**src/design/port_pkg.sv**
```systemverilog
// Shared constants and types for the port and pin-function block
package port_pkg;

  // ----------------------------------------------------------------
  // Line layout: 23 group slots of 8 lines, line i is group i/8 bit i%8
  // ----------------------------------------------------------------
  localparam int GROUPS = 23;
  localparam int LINES = GROUPS * 8;
  localparam int PORT_LINES = 97;

  // Lines that physically exist, group 22 down to group 0
  localparam logic [183:0] LINE_EXISTS = {
    8'h23, 8'h00, 8'h00, 8'h00, 8'h00, 8'h30, 8'h00, 8'h09,
    8'h00, 8'hff, 8'hf0, 8'hff, 8'hff, 8'hf8, 8'hfc, 8'hff,
    8'h1e, 8'h00, 8'hfe, 8'hff, 8'hff, 8'hff, 8'hff};

  // Special line positions
  localparam int SERIAL_IN_POS = 52;   // Serial bus input line, input only
  localparam int CAN_RX_POS = 177;     // CAN receive line, input only
  localparam int EXTRA_POS = 181;      // Mode-controlled extra line
  localparam int STRAP_A_POS = 64;     // Group 8 bit 0 reads mode_strap_a
  localparam int STRAP_B_POS = 65;     // Group 8 bit 1 reads mode_strap_b

  // Groups that carry data and direction registers
  localparam logic [22:0] PORT_GROUPS = 23'h42bfdf;
  // Groups that carry a port_function_select_register
  localparam logic [22:0] MODE_GROUPS = 23'h42bf80;

  localparam logic [183:0] ONE_LINE = 184'h1;
  localparam logic [183:0] WRITABLE =
    LINE_EXISTS & ~(ONE_LINE << SERIAL_IN_POS) & ~(ONE_LINE << CAN_RX_POS);
  localparam logic [183:0] PERIPH_CAPABLE =
    LINE_EXISTS & {{128{1'b1}}, 56'h0} & ~(ONE_LINE << CAN_RX_POS)
    & ~(ONE_LINE << EXTRA_POS);
  localparam logic [183:0] EXT_LINES =
    (LINE_EXISTS & {144'h0, 40'hff_ffff_ffff}) | (ONE_LINE << EXTRA_POS);

  // ----------------------------------------------------------------
  // Register indices; byte address on the bus is four times the index
  // ----------------------------------------------------------------
  localparam logic [11:0] DATA_BASE_IDX = 12'h700;
  localparam logic [11:0] DIR_BASE_IDX = 12'h720;
  localparam logic [11:0] MODE_BASE_IDX = 12'h740;
  localparam logic [11:0] INEN_IDX = 12'h745;
  localparam int GLOBAL_IE_POS = 0;

  // Reset values
  localparam logic [183:0] DATA_RESET = 184'h0;
  localparam logic [183:0] DIR_RESET = 184'h0;
  localparam logic [183:0] MODE_RESET = 184'h0;
  localparam logic INEN_RESET = 1'b0;

  // ----------------------------------------------------------------
  // Types
  // ----------------------------------------------------------------
  typedef enum logic [2:0] {
    MODE_SINGLE = 3'b001,
    MODE_EXT = 3'b010,
    MODE_PROC = 3'b100
  } cpu_mode_type;

  typedef enum logic [1:0] {
    LATCH_WAIT = 2'b01,
    LATCH_HELD = 2'b10
  } latch_state_type;

endpackage

```
**src/design/port_pin_function_select.sv**
```systemverilog
// Port lines, direction, input gating and pin-function routing
`timescale 1ns/1ns
`default_nettype none
module port_pin_function_select #(
  parameter int ADDR_W = 12  // Word address width
) (
  input wire logic clk_in,                   // System clock, 100 MHz
  input wire logic reset_in,                 // Async reset, active high
  input wire logic wb_cyc_i,                 // Wishbone cycle
  input wire logic wb_stb_i,                 // Wishbone strobe
  input wire logic wb_we_i,                  // Wishbone write enable
  input wire logic [ADDR_W+1:2] wb_adr_i,    // Wishbone word address
  input wire logic [3:0] wb_sel_i,           // Wishbone byte selects
  input wire logic [31:0] wb_dat_i,          // Wishbone write data
  output logic [31:0] wb_dat_o,              // Wishbone read data
  output logic wb_ack_o,                     // Wishbone acknowledge
  input wire logic mode_strap_a_in,          // First mode strap
  input wire logic mode_strap_b_in,          // Second mode strap
  input wire logic flash_program_pin_in,     // Flash program pin
  input wire logic [183:0] pin_in,           // Pad input levels
  output logic [183:0] pin_out,              // Pad output levels
  output logic [183:0] pin_oe_n_out,         // Pad drive enable, low drives
  input wire logic [183:0] periph_out_in,    // Peripheral output levels
  input wire logic [183:0] periph_oe_in,     // Peripheral drive request
  input wire logic [183:0] ext_out_in,       // External bus output levels
  input wire logic [183:0] ext_oe_in,        // External bus drive request
  output logic [183:0] line_in_out,          // Gated pad levels to users
  output var port_pkg::cpu_mode_type cpu_mode_out  // Held CPU operation mode
);
  import port_pkg::*;

  // The register decode slices a 12-bit index, so no other width is served
  if (ADDR_W != 12) begin : g_addr_w_check
    $error("ADDR_W must be 12");
  end

  // ----------------------------------------------------------------
  // Helpers
  // ----------------------------------------------------------------
  // Index hit on one of the 23 group slots of a register bank
  // Indices past the last slot, or slots of absent groups, miss
  function automatic logic bank_hit(input logic [11:0] a, input logic [11:0] base,
                                    input logic [22:0] present);
    logic [11:0] off;
    off = a - base;
    return (off < 12'd23) && present[off[4:0]];
  endfunction

  // Slot number of an index inside a bank
  function automatic logic [4:0] bank_slot(input logic [11:0] a, input logic [11:0] base);
    logic [11:0] off;
    off = a - base;
    return off[4:0];
  endfunction

  // ----------------------------------------------------------------
  // Mode capture
  // ----------------------------------------------------------------
  // Straps are taken once after reset; the flash pin goes in only so that
  // the capture module can show it never moves the mode
  cpu_mode_type cpu_mode;  // Held operation mode

  strap_mode_latch u_strap (
    .clk_in(clk_in),
    .reset_in(reset_in),
    .mode_strap_a_in(mode_strap_a_in),
    .mode_strap_b_in(mode_strap_b_in),
    .flash_program_pin_in(flash_program_pin_in),
    .cpu_mode_out(cpu_mode)
  );

  // Both extension and processor mode hand the low groups to the bus
  logic ext_mode;  // External extension or processor mode
  assign ext_mode = (cpu_mode != MODE_SINGLE);

  // ----------------------------------------------------------------
  // Register state
  // ----------------------------------------------------------------
  // Each bank keeps all 23 group slots so a slot number indexes it directly;
  // slots of absent groups are masked to zero and hold no real state
  logic [183:0] data_q, data_d;  // Output latches
  logic [183:0] dir_q, dir_d;    // Direction, 1 is output
  logic [183:0] mode_q, mode_d;  // Function select, 1 is peripheral
  logic ie_q, ie_d;              // Global input enable
  logic ack_q, ack_d;            // Bus acknowledge
  logic [31:0] rdat_q, rdat_d;   // Read data
  logic [183:0] gated_in;        // Pads after the input gate
  logic req;                     // New bus request
  logic [11:0] idx;              // Register index

  // Input buffers pass nothing while the enable is clear
  assign gated_in = pin_in & LINE_EXISTS & {184{ie_q}};
  assign req = wb_cyc_i && wb_stb_i && !ack_q;
  assign idx = wb_adr_i[13:2];

  // Next register values and bus answer
  always_comb begin
    logic [4:0] s;
    logic [7:0] rb;
    s = 5'd0;
    rb = 8'h00;
    data_d = data_q;
    dir_d = dir_q;
    mode_d = mode_q;
    ie_d = ie_q;
    ack_d = 1'b0;
    rdat_d = rdat_q;
    if (req) begin
      ack_d = 1'b1;
      if (bank_hit(idx, DATA_BASE_IDX, PORT_GROUPS)) begin
        s = bank_slot(idx, DATA_BASE_IDX);
        // Output lines show the latch, input lines the gated pad
        rb = ((dir_q[s*8 +: 8] & data_q[s*8 +: 8])
             | (~dir_q[s*8 +: 8] & gated_in[s*8 +: 8]))
             & LINE_EXISTS[s*8 +: 8];
        // Group 8 low bits mirror the straps
        if (s == 5'd8) begin
          rb[0] = mode_strap_a_in;
          rb[1] = mode_strap_b_in;
        end
        if (wb_we_i && wb_sel_i[0]) begin
          // Input-only and absent lines keep no latch bit
          data_d[s*8 +: 8] = wb_dat_i[7:0] & WRITABLE[s*8 +: 8];
        end
      end else if (bank_hit(idx, DIR_BASE_IDX, PORT_GROUPS)) begin
        s = bank_slot(idx, DIR_BASE_IDX);
        rb = dir_q[s*8 +: 8];
        if (wb_we_i && wb_sel_i[0]) begin
          // Every writable line gets its own direction bit
          dir_d[s*8 +: 8] = wb_dat_i[7:0] & WRITABLE[s*8 +: 8];
        end
      end else if (bank_hit(idx, MODE_BASE_IDX, MODE_GROUPS)) begin
        s = bank_slot(idx, MODE_BASE_IDX);
        rb = mode_q[s*8 +: 8];
        if (wb_we_i && wb_sel_i[0]) begin
          // Only peripheral-capable lines of groups 7 upward
          mode_d[s*8 +: 8] = wb_dat_i[7:0] & PERIPH_CAPABLE[s*8 +: 8];
        end
      end else if (idx == INEN_IDX) begin
        rb[GLOBAL_IE_POS] = ie_q;
        if (wb_we_i && wb_sel_i[0]) begin
          ie_d = wb_dat_i[GLOBAL_IE_POS];
        end
      end
      // Unmapped indices answer with zero and drop writes
      rdat_d = {24'h0, rb};
    end
  end

  // Registers only
  always_ff @(posedge clk_in or posedge reset_in) begin
    if (reset_in) begin
      data_q <= DATA_RESET;
      dir_q <= DIR_RESET;
      mode_q <= MODE_RESET;
      ie_q <= INEN_RESET;
      ack_q <= 1'b0;
      rdat_q <= 32'h0;
    end else begin
      data_q <= data_d;
      dir_q <= dir_d;
      mode_q <= mode_d;
      ie_q <= ie_d;
      ack_q <= ack_d;
      rdat_q <= rdat_d;
    end
  end

  // ----------------------------------------------------------------
  // Pin routing
  // ----------------------------------------------------------------
  logic [183:0] pout_d, poen_d;  // Next pad drive
  logic [183:0] pout_q, poen_q;  // Registered pad drive
  logic [183:0] lin_q;           // Registered gated input

  // The select bank is masked to peripheral-capable lines, so a stray select
  // bit can never take a line that the external bus owns in extension modes
  // Pick the owner of each pad: external bus, peripheral or port
  always_comb begin
    for (int i = 0; i < LINES; i++) begin
      if (!LINE_EXISTS[i]) begin
        pout_d[i] = 1'b0;
        poen_d[i] = 1'b1;
      end else if (ext_mode && EXT_LINES[i]) begin
        pout_d[i] = ext_out_in[i];
        poen_d[i] = !ext_oe_in[i];
      end else if (mode_q[i]) begin
        // The peripheral muxes its own alternatives before this point
        pout_d[i] = periph_out_in[i];
        poen_d[i] = !periph_oe_in[i];
      end else begin
        pout_d[i] = data_q[i];
        poen_d[i] = !dir_q[i];
      end
    end
  end

  // Registers only; one cycle of latency keeps outputs glitch free
  // Reset leaves every pad undriven so board levels and straps win
  always_ff @(posedge clk_in or posedge reset_in) begin
    if (reset_in) begin
      pout_q <= 184'h0;
      poen_q <= {184{1'b1}};
      lin_q <= 184'h0;
    end else begin
      pout_q <= pout_d;
      poen_q <= poen_d;
      lin_q <= gated_in;
    end
  end

  // Every top-level output comes straight from a flop
  assign pin_out = pout_q;
  assign pin_oe_n_out = poen_q;
  assign line_in_out = lin_q;
  assign wb_dat_o = rdat_q;
  assign wb_ack_o = ack_q;
  assign cpu_mode_out = cpu_mode;
endmodule // port_pin_function_select
`default_nettype wire

```
**src/design/strap_mode_latch.sv**
```systemverilog
// Captures the mode straps once after reset and holds the CPU mode
`timescale 1ns/1ns
`default_nettype none
module strap_mode_latch (
  input wire logic clk_in,                      // System clock
  input wire logic reset_in,                    // Async reset, active high
  input wire logic mode_strap_a_in,             // First mode strap
  input wire logic mode_strap_b_in,             // Second mode strap
  input wire logic flash_program_pin_in,        // Flash program pin, no effect
  output var port_pkg::cpu_mode_type cpu_mode_out   // Held CPU operation mode
);
  import port_pkg::*;

  // ----------------------------------------------------------------
  // State
  // ----------------------------------------------------------------
  latch_state_type state_q, state_d;  // Capture sequencer
  cpu_mode_type mode_q, mode_d;       // Decoded mode

  // Next values: straps are taken on the first edge after release only
  always_comb begin
    state_d = state_q;
    mode_d = mode_q;
    unique case (state_q)
      LATCH_WAIT: begin
        state_d = LATCH_HELD;
        // Reserved high/high is steered to single-chip as the safe choice
        unique case ({mode_strap_a_in, mode_strap_b_in})
          2'b01: mode_d = MODE_EXT;
          2'b10: mode_d = MODE_PROC;
          default: mode_d = MODE_SINGLE;
        endcase
      end
      LATCH_HELD: begin
        // Strap and flash pin activity later cannot move the mode
        state_d = LATCH_HELD;
      end
    endcase
  end

  // Registers only
  always_ff @(posedge clk_in or posedge reset_in) begin
    if (reset_in) begin
      state_q <= LATCH_WAIT;
      mode_q <= MODE_SINGLE;
    end else begin
      state_q <= state_d;
      mode_q <= mode_d;
    end
  end

  assign cpu_mode_out = mode_q;
endmodule // strap_mode_latch
`default_nettype wire

```
**config.mk**
```make
export PLATFORM = sky130hd
export DESIGN_NAME = port_pin_function_select
export DESIGN_NICKNAME = d
export VERILOG_FILES = /design/src/design/port_pkg.sv /design/src/design/port_pin_function_select.sv /design/src/design/strap_mode_latch.sv
export SDC_FILE = /design/constraint.sdc
export NUM_CORES = 2
export LEC_CHECK = 0
export BUFFER_PORTS_ARGS = -buffer_cell sky130_fd_sc_hd__buf_2
export CAP_MARGIN = 20
export CELL_PAD_IN_SITES_DETAIL_PLACEMENT = 1
export CELL_PAD_IN_SITES_GLOBAL_PLACEMENT = 1
export CORE_AREA = 3 3 614 616
export DETAILED_ROUTE_END_ITERATION = 8
export DIE_AREA = 0 0 617 619
export GPL_TIMING_DRIVEN = 0
export PLACE_DENSITY_LB_ADDON = 0.1
export SLEW_MARGIN = 30
export SYNTH_ARGS = -nofsm -noshare
export SYNTH_HDL_FRONTEND = slang
export SYNTH_SLANG_ARGS = --single-unit
```
**constraint.sdc**
```tcl
create_clock -name clk_in -period 33.7 [get_ports clk_in]
set_input_delay 5.055 -clock clk_in [delete_from_list [all_inputs] [get_ports clk_in]]
set_output_delay 5.055 -clock clk_in [all_outputs]
set_load 0.02 [all_outputs]
```
==> impl_metrics.sql <==
INSERT INTO impl_metrics (metric_group, metric, value, unit) VALUES
('cells_and_area', 'layout_cell_share_with_drive_strength_beyond_1', '48.0', '%'),
('synthesis', 'synth.distinct_cells', '76', ''),
('sta', 'rsz_0062_raised_after_global_routing', 'no', ''),
('routing', 'final_antenna_net_count', '0', ''),
('global_routing', 'grt_start_max_net_pins', '75', ''),
('clocking', 'cts_root_buf', 'sky130_fd_sc_hd__clkbuf_16', ''),
('synthesis', 'yosys-top-cells-area', 'sky130_fd_sc_hd__dfrtp_1 45%, sky130_fd_sc_hd__mux2_2 15%, sky130_fd_sc_hd__mux4_2 6.7%, sky130_fd_sc_hd__dfstp_2 6.4%, sky130_fd_sc_hd__buf_4 5.3%', ''),
('routing', 'drt-initial-drc-count', '1839', ''),
('synthesis', 'synth_seq_area_share', '51.2', '%'),
('worst_setup_path', 'timing.critical_path.mode_cell', 'sky130_fd_sc_hd__buf_2', ''),
('die', 'core.rowCount', '224', ''),
('routing', 'detailedRoute.firstPassIterationCount', '8', ''),
('min_path', 'holdPathStages', '1', ''),
('power_and_ir_drop', 'report.power.total', '0.00285', 'W'),
('routing', 'routed_wl', '309000', 'µm'),
('synthesis', 'synth_ff_type', 'sky130_fd_sc_hd__dfrtp_1', ''),
('routing', 'met2RoutedLength', '146000', 'µm'),
('die', 'fp.coreArea', '0.372', 'mm²'),
('worst_setup_path', 'crit_fanout', '10', ''),
('cells_and_area', 'fin_util', '15.4', '%'),
('clocking', 'clk_pin_slew', '60', 'ps'),
('power_and_ir_drop', 'cellLeakagePower', '26.1', 'nW'),
('min_path', 'min_to', 'pin_oe_n_out[88]$_DFF_PP1_', ''),
('place', 'post-dp-hpwl', '251000', 'µm'),
('worst_setup_path', 'cp_slowest_cell', 'sky130_fd_sc_hd__buf_2', ''),
('routing', 'drc_errors', '0', ''),
('synthesis', 'netlist_area', '0.0408', 'mm²'),
('synthesis', 'synth-edff-count', '0', ''),
('cells_and_area', 'fin_nets', '5394', ''),
('worst_setup_path', 'data_required_time_of_the_worst_path', '34390', 'ps'),
('sta', 'clock.fmax', '84.8', 'MHz'),
('cells_and_area', 'layout.cells.most_common', 'sky130_fd_sc_hd__buf_2', ''),
('cells_and_area', 'layout.cells.non_filler', '9512', ''),
('clocking', 'cts_repair_resize_count', '0', ''),
('routing', 'post_drt_wl_per_cell', '32.4', 'µm'),
('sta', 'worst_clock_skew', '54.5', 'ps'),
('place', 'globalplace.congestion', '0.863', ''),
('cells_and_area', 'layout_common_cells', '754 x sky130_fd_sc_hd__buf_2, 731 x sky130_fd_sc_hd__dfrtp_1, 545 x sky130_fd_sc_hd__mux2_2', ''),
('sta', 'setup_total_negative_slack', '0', 'ps'),
('clocking', 'post_cts.repair.setup_buffers', '0', ''),
('synthesis', 'yosysTopAreaCellShare', '44.8', '%'),
('sta', 'tightest_slew', '1330', 'ps'),
('cells_and_area', 'syn_to_final_growth', '40.2', '%'),
('global_routing', 'antenna_found_initial', '127', ''),
('min_path', 'worst_hold_path_type', 'reg2reg', ''),
('worst_setup_path', 'cp_cell_sequence', 'buf_2 > buf_2 > buf_2 > clkinv_2 > clkbuf_2 > clkbuf_2 > buf_12 > ha_1 > clkbuf_1 > nand2_1 > inv_1 > ha_1 > clkbuf_1 > nand3_1 > buf_2 > buf_2 > nor3_4 > mux2_2', ''),
('place', 'post-place-cells', '9244', ''),
('worst_setup_path', 'cpPeakStageDelay', '830', 'ps'),
('clocking', 'clock_tree.htree_level_count', '4', ''),
('power_and_ir_drop', 'vdd_ir_drop_max', '0.0359', 'mV'),
('die', 'design.portCount', '1564', ''),
('die', 'fp.dieH', '619', 'µm'),
('synthesis', 'cell_accounting_for_the_most_synthesized_area', 'sky130_fd_sc_hd__dfrtp_1', ''),
('global_routing', 'first_global_vias', '34100', ''),
('clocking', 'cts_tree', 'done', ''),
('synthesis', 'ys_warn_count', '0', ''),
('sta', 'max-slew-margin-rel', '11.1', '%'),
('place', 'numPortBuffers', '699', ''),
('outcome', 'outcome', 'complete, no violations', ''),
('routing', 'dr.max_layer_used', 'met5', ''),
('run', 'drv.max_cap_violation_count', '0', ''),
('clocking', 'cts_buffer_depth', '4', ''),
('die', 'start_util', '11.0', '%'),
('synthesis', 'synth.ff_latch_count', '830', ''),
('sta', 'report.final.hold_viol_count', '0', ''),
('worst_setup_path', 'critical_path.top_delay_family', 'buffers and inverters', ''),
('routing', 'met3_wirelength', '17600', 'µm'),
('routing', 'wl_met1', '136000', 'µm'),
('sta', 'timing.final.setup_violations', '0', ''),
('synthesis', 'synth_async_sr_flop_share', '100', '%'),
('sta', 'final.min_clock_period', '11790', 'ps');
cell usage after synthesis (7+ instances only):
master                       n
sky130_fd_sc_hd__nor3_1     13
sky130_fd_sc_hd__dfstp_2    99
sky130_fd_sc_hd__mux4_2    121
sky130_fd_sc_hd__nand4_1     8
sky130_fd_sc_hd__nor3_2     18
sky130_fd_sc_hd__o21ai_0    78
sky130_fd_sc_hd__o211ai_1    7
sky130_fd_sc_hd__or3_1      18
sky130_fd_sc_hd__mux2_2    545
sky130_fd_sc_hd__inv_1      22
sky130_fd_sc_hd__mux2i_1   203
sky130_fd_sc_hd__and2_1    104
sky130_fd_sc_hd__mux2_1     10
sky130_fd_sc_hd__buf_2      39
sky130_fd_sc_hd__nand2_1   162
sky130_fd_sc_hd__nand3b_1    7
sky130_fd_sc_hd__ha_1        9
sky130_fd_sc_hd__a22oi_1     8
sky130_fd_sc_hd__buf_4     291
sky130_fd_sc_hd__o31ai_1    25
sky130_fd_sc_hd__nor3_4     33
sky130_fd_sc_hd__clkbuf_1  112
sky130_fd_sc_hd__o221ai_1   10
sky130_fd_sc_hd__a21oi_1    68
sky130_fd_sc_hd__dfrtp_1   731
sky130_fd_sc_hd__a31oi_1    11
sky130_fd_sc_hd__o22ai_1    10
sky130_fd_sc_hd__nand3_1    46
sky130_fd_sc_hd__nor2_1    285
sky130_fd_sc_hd__nand2b_1   11
sky130_fd_sc_hd__nor2b_1    17
sky130_fd_sc_hd__buf_1      23
sky130_fd_sc_hd__a221oi_1   10
how the worst max path moves through the flow:
stage | to | from | cells after the start | slack (ps)
floorplan | data_q[0]$_DFFE_PP0P_ | reset_in | 1 | 5490
global placement | data_q[49]$_DFFE_PP0P_ | reset_in | 2 | -11560
detailed placement | dir_q[96]$_DFFE_PP0P_ | wb_adr_i[3] | 18 | 21060
CTS | dir_q[97]$_DFFE_PP0P_ | wb_adr_i[3] | 18 | 21960
global route | dir_q[79]$_DFFE_PP0P_ | wb_adr_i[3] | 18 | 21820
finish | dir_q[97]$_DFFE_PP0P_ | wb_adr_i[3] | 18 | 21910
per-layer routing:
layer  global-route usage (%)  up-vias
met3                     3.33      376
met2                     26.3     1254
met4                     3.48       26
li1                         -    13400
met5                        0        -
met1                     20.4    16700
flip-flops by register name, indices dropped and copies added (netlist names):
name	cells
data_q	156
dir_q	184
ie_q	1
line_in_out	97
mode_q	184
pin_oe_n_out	97
pin_out	97
u_strap.cpu_mode_out	3
u_strap.state_q	2
wb_ack_o	1
wb_dat_o	8
per-stage QoR:
step	hold WS, ps	worst slack, ps	cell area [µm²]
final	472	21910	57300
after global routing	502	21820	57200
after CTS	473	21960	57200
after detailed placement	466	21060	52800
after global placement	449	-11560	51600
after floorplan	401	5490	41900
cell type report:
type / count / area [µm²]
fillers: 42800 / 315000
flip-flops and latches: 830 / 20900
multi-input cells: 2203 / 18200
well taps: 4972 / 6220
repair buffers: 743 / 4420
clock buffers: 204 / 3950
plain buffers: 469 / 2990
clock inverters: 37 / 453
inverters: 27 / 110
diodes: 27 / 67.6
power by group:
| group | leakage [nW] | switching [W] | total [W] | internal (W) |
|---|---|---|---|---|
| Clock | 2.14 | 0.000583 | 0.00146 | 0.000873 |
| Combinational | 12.8 | 0.000261 | 0.000358 | 0.0000969 |
| Sequential | 11.1 | 0.00000640 | 0.00103 | 0.00103 |
logic make-up after synthesis:
group	after synthesis	synth area share, %
compound gates	279	4.43
xor+xnor	5	0.107
fa+ha+maj	9	0.276
buf+inv	496	7.43
flops	830	51.2
mux	879	26.9
other cells	2	0.0184
simple gates	744	9.65
Note: power is estimated with default switching activity, not from simulation.
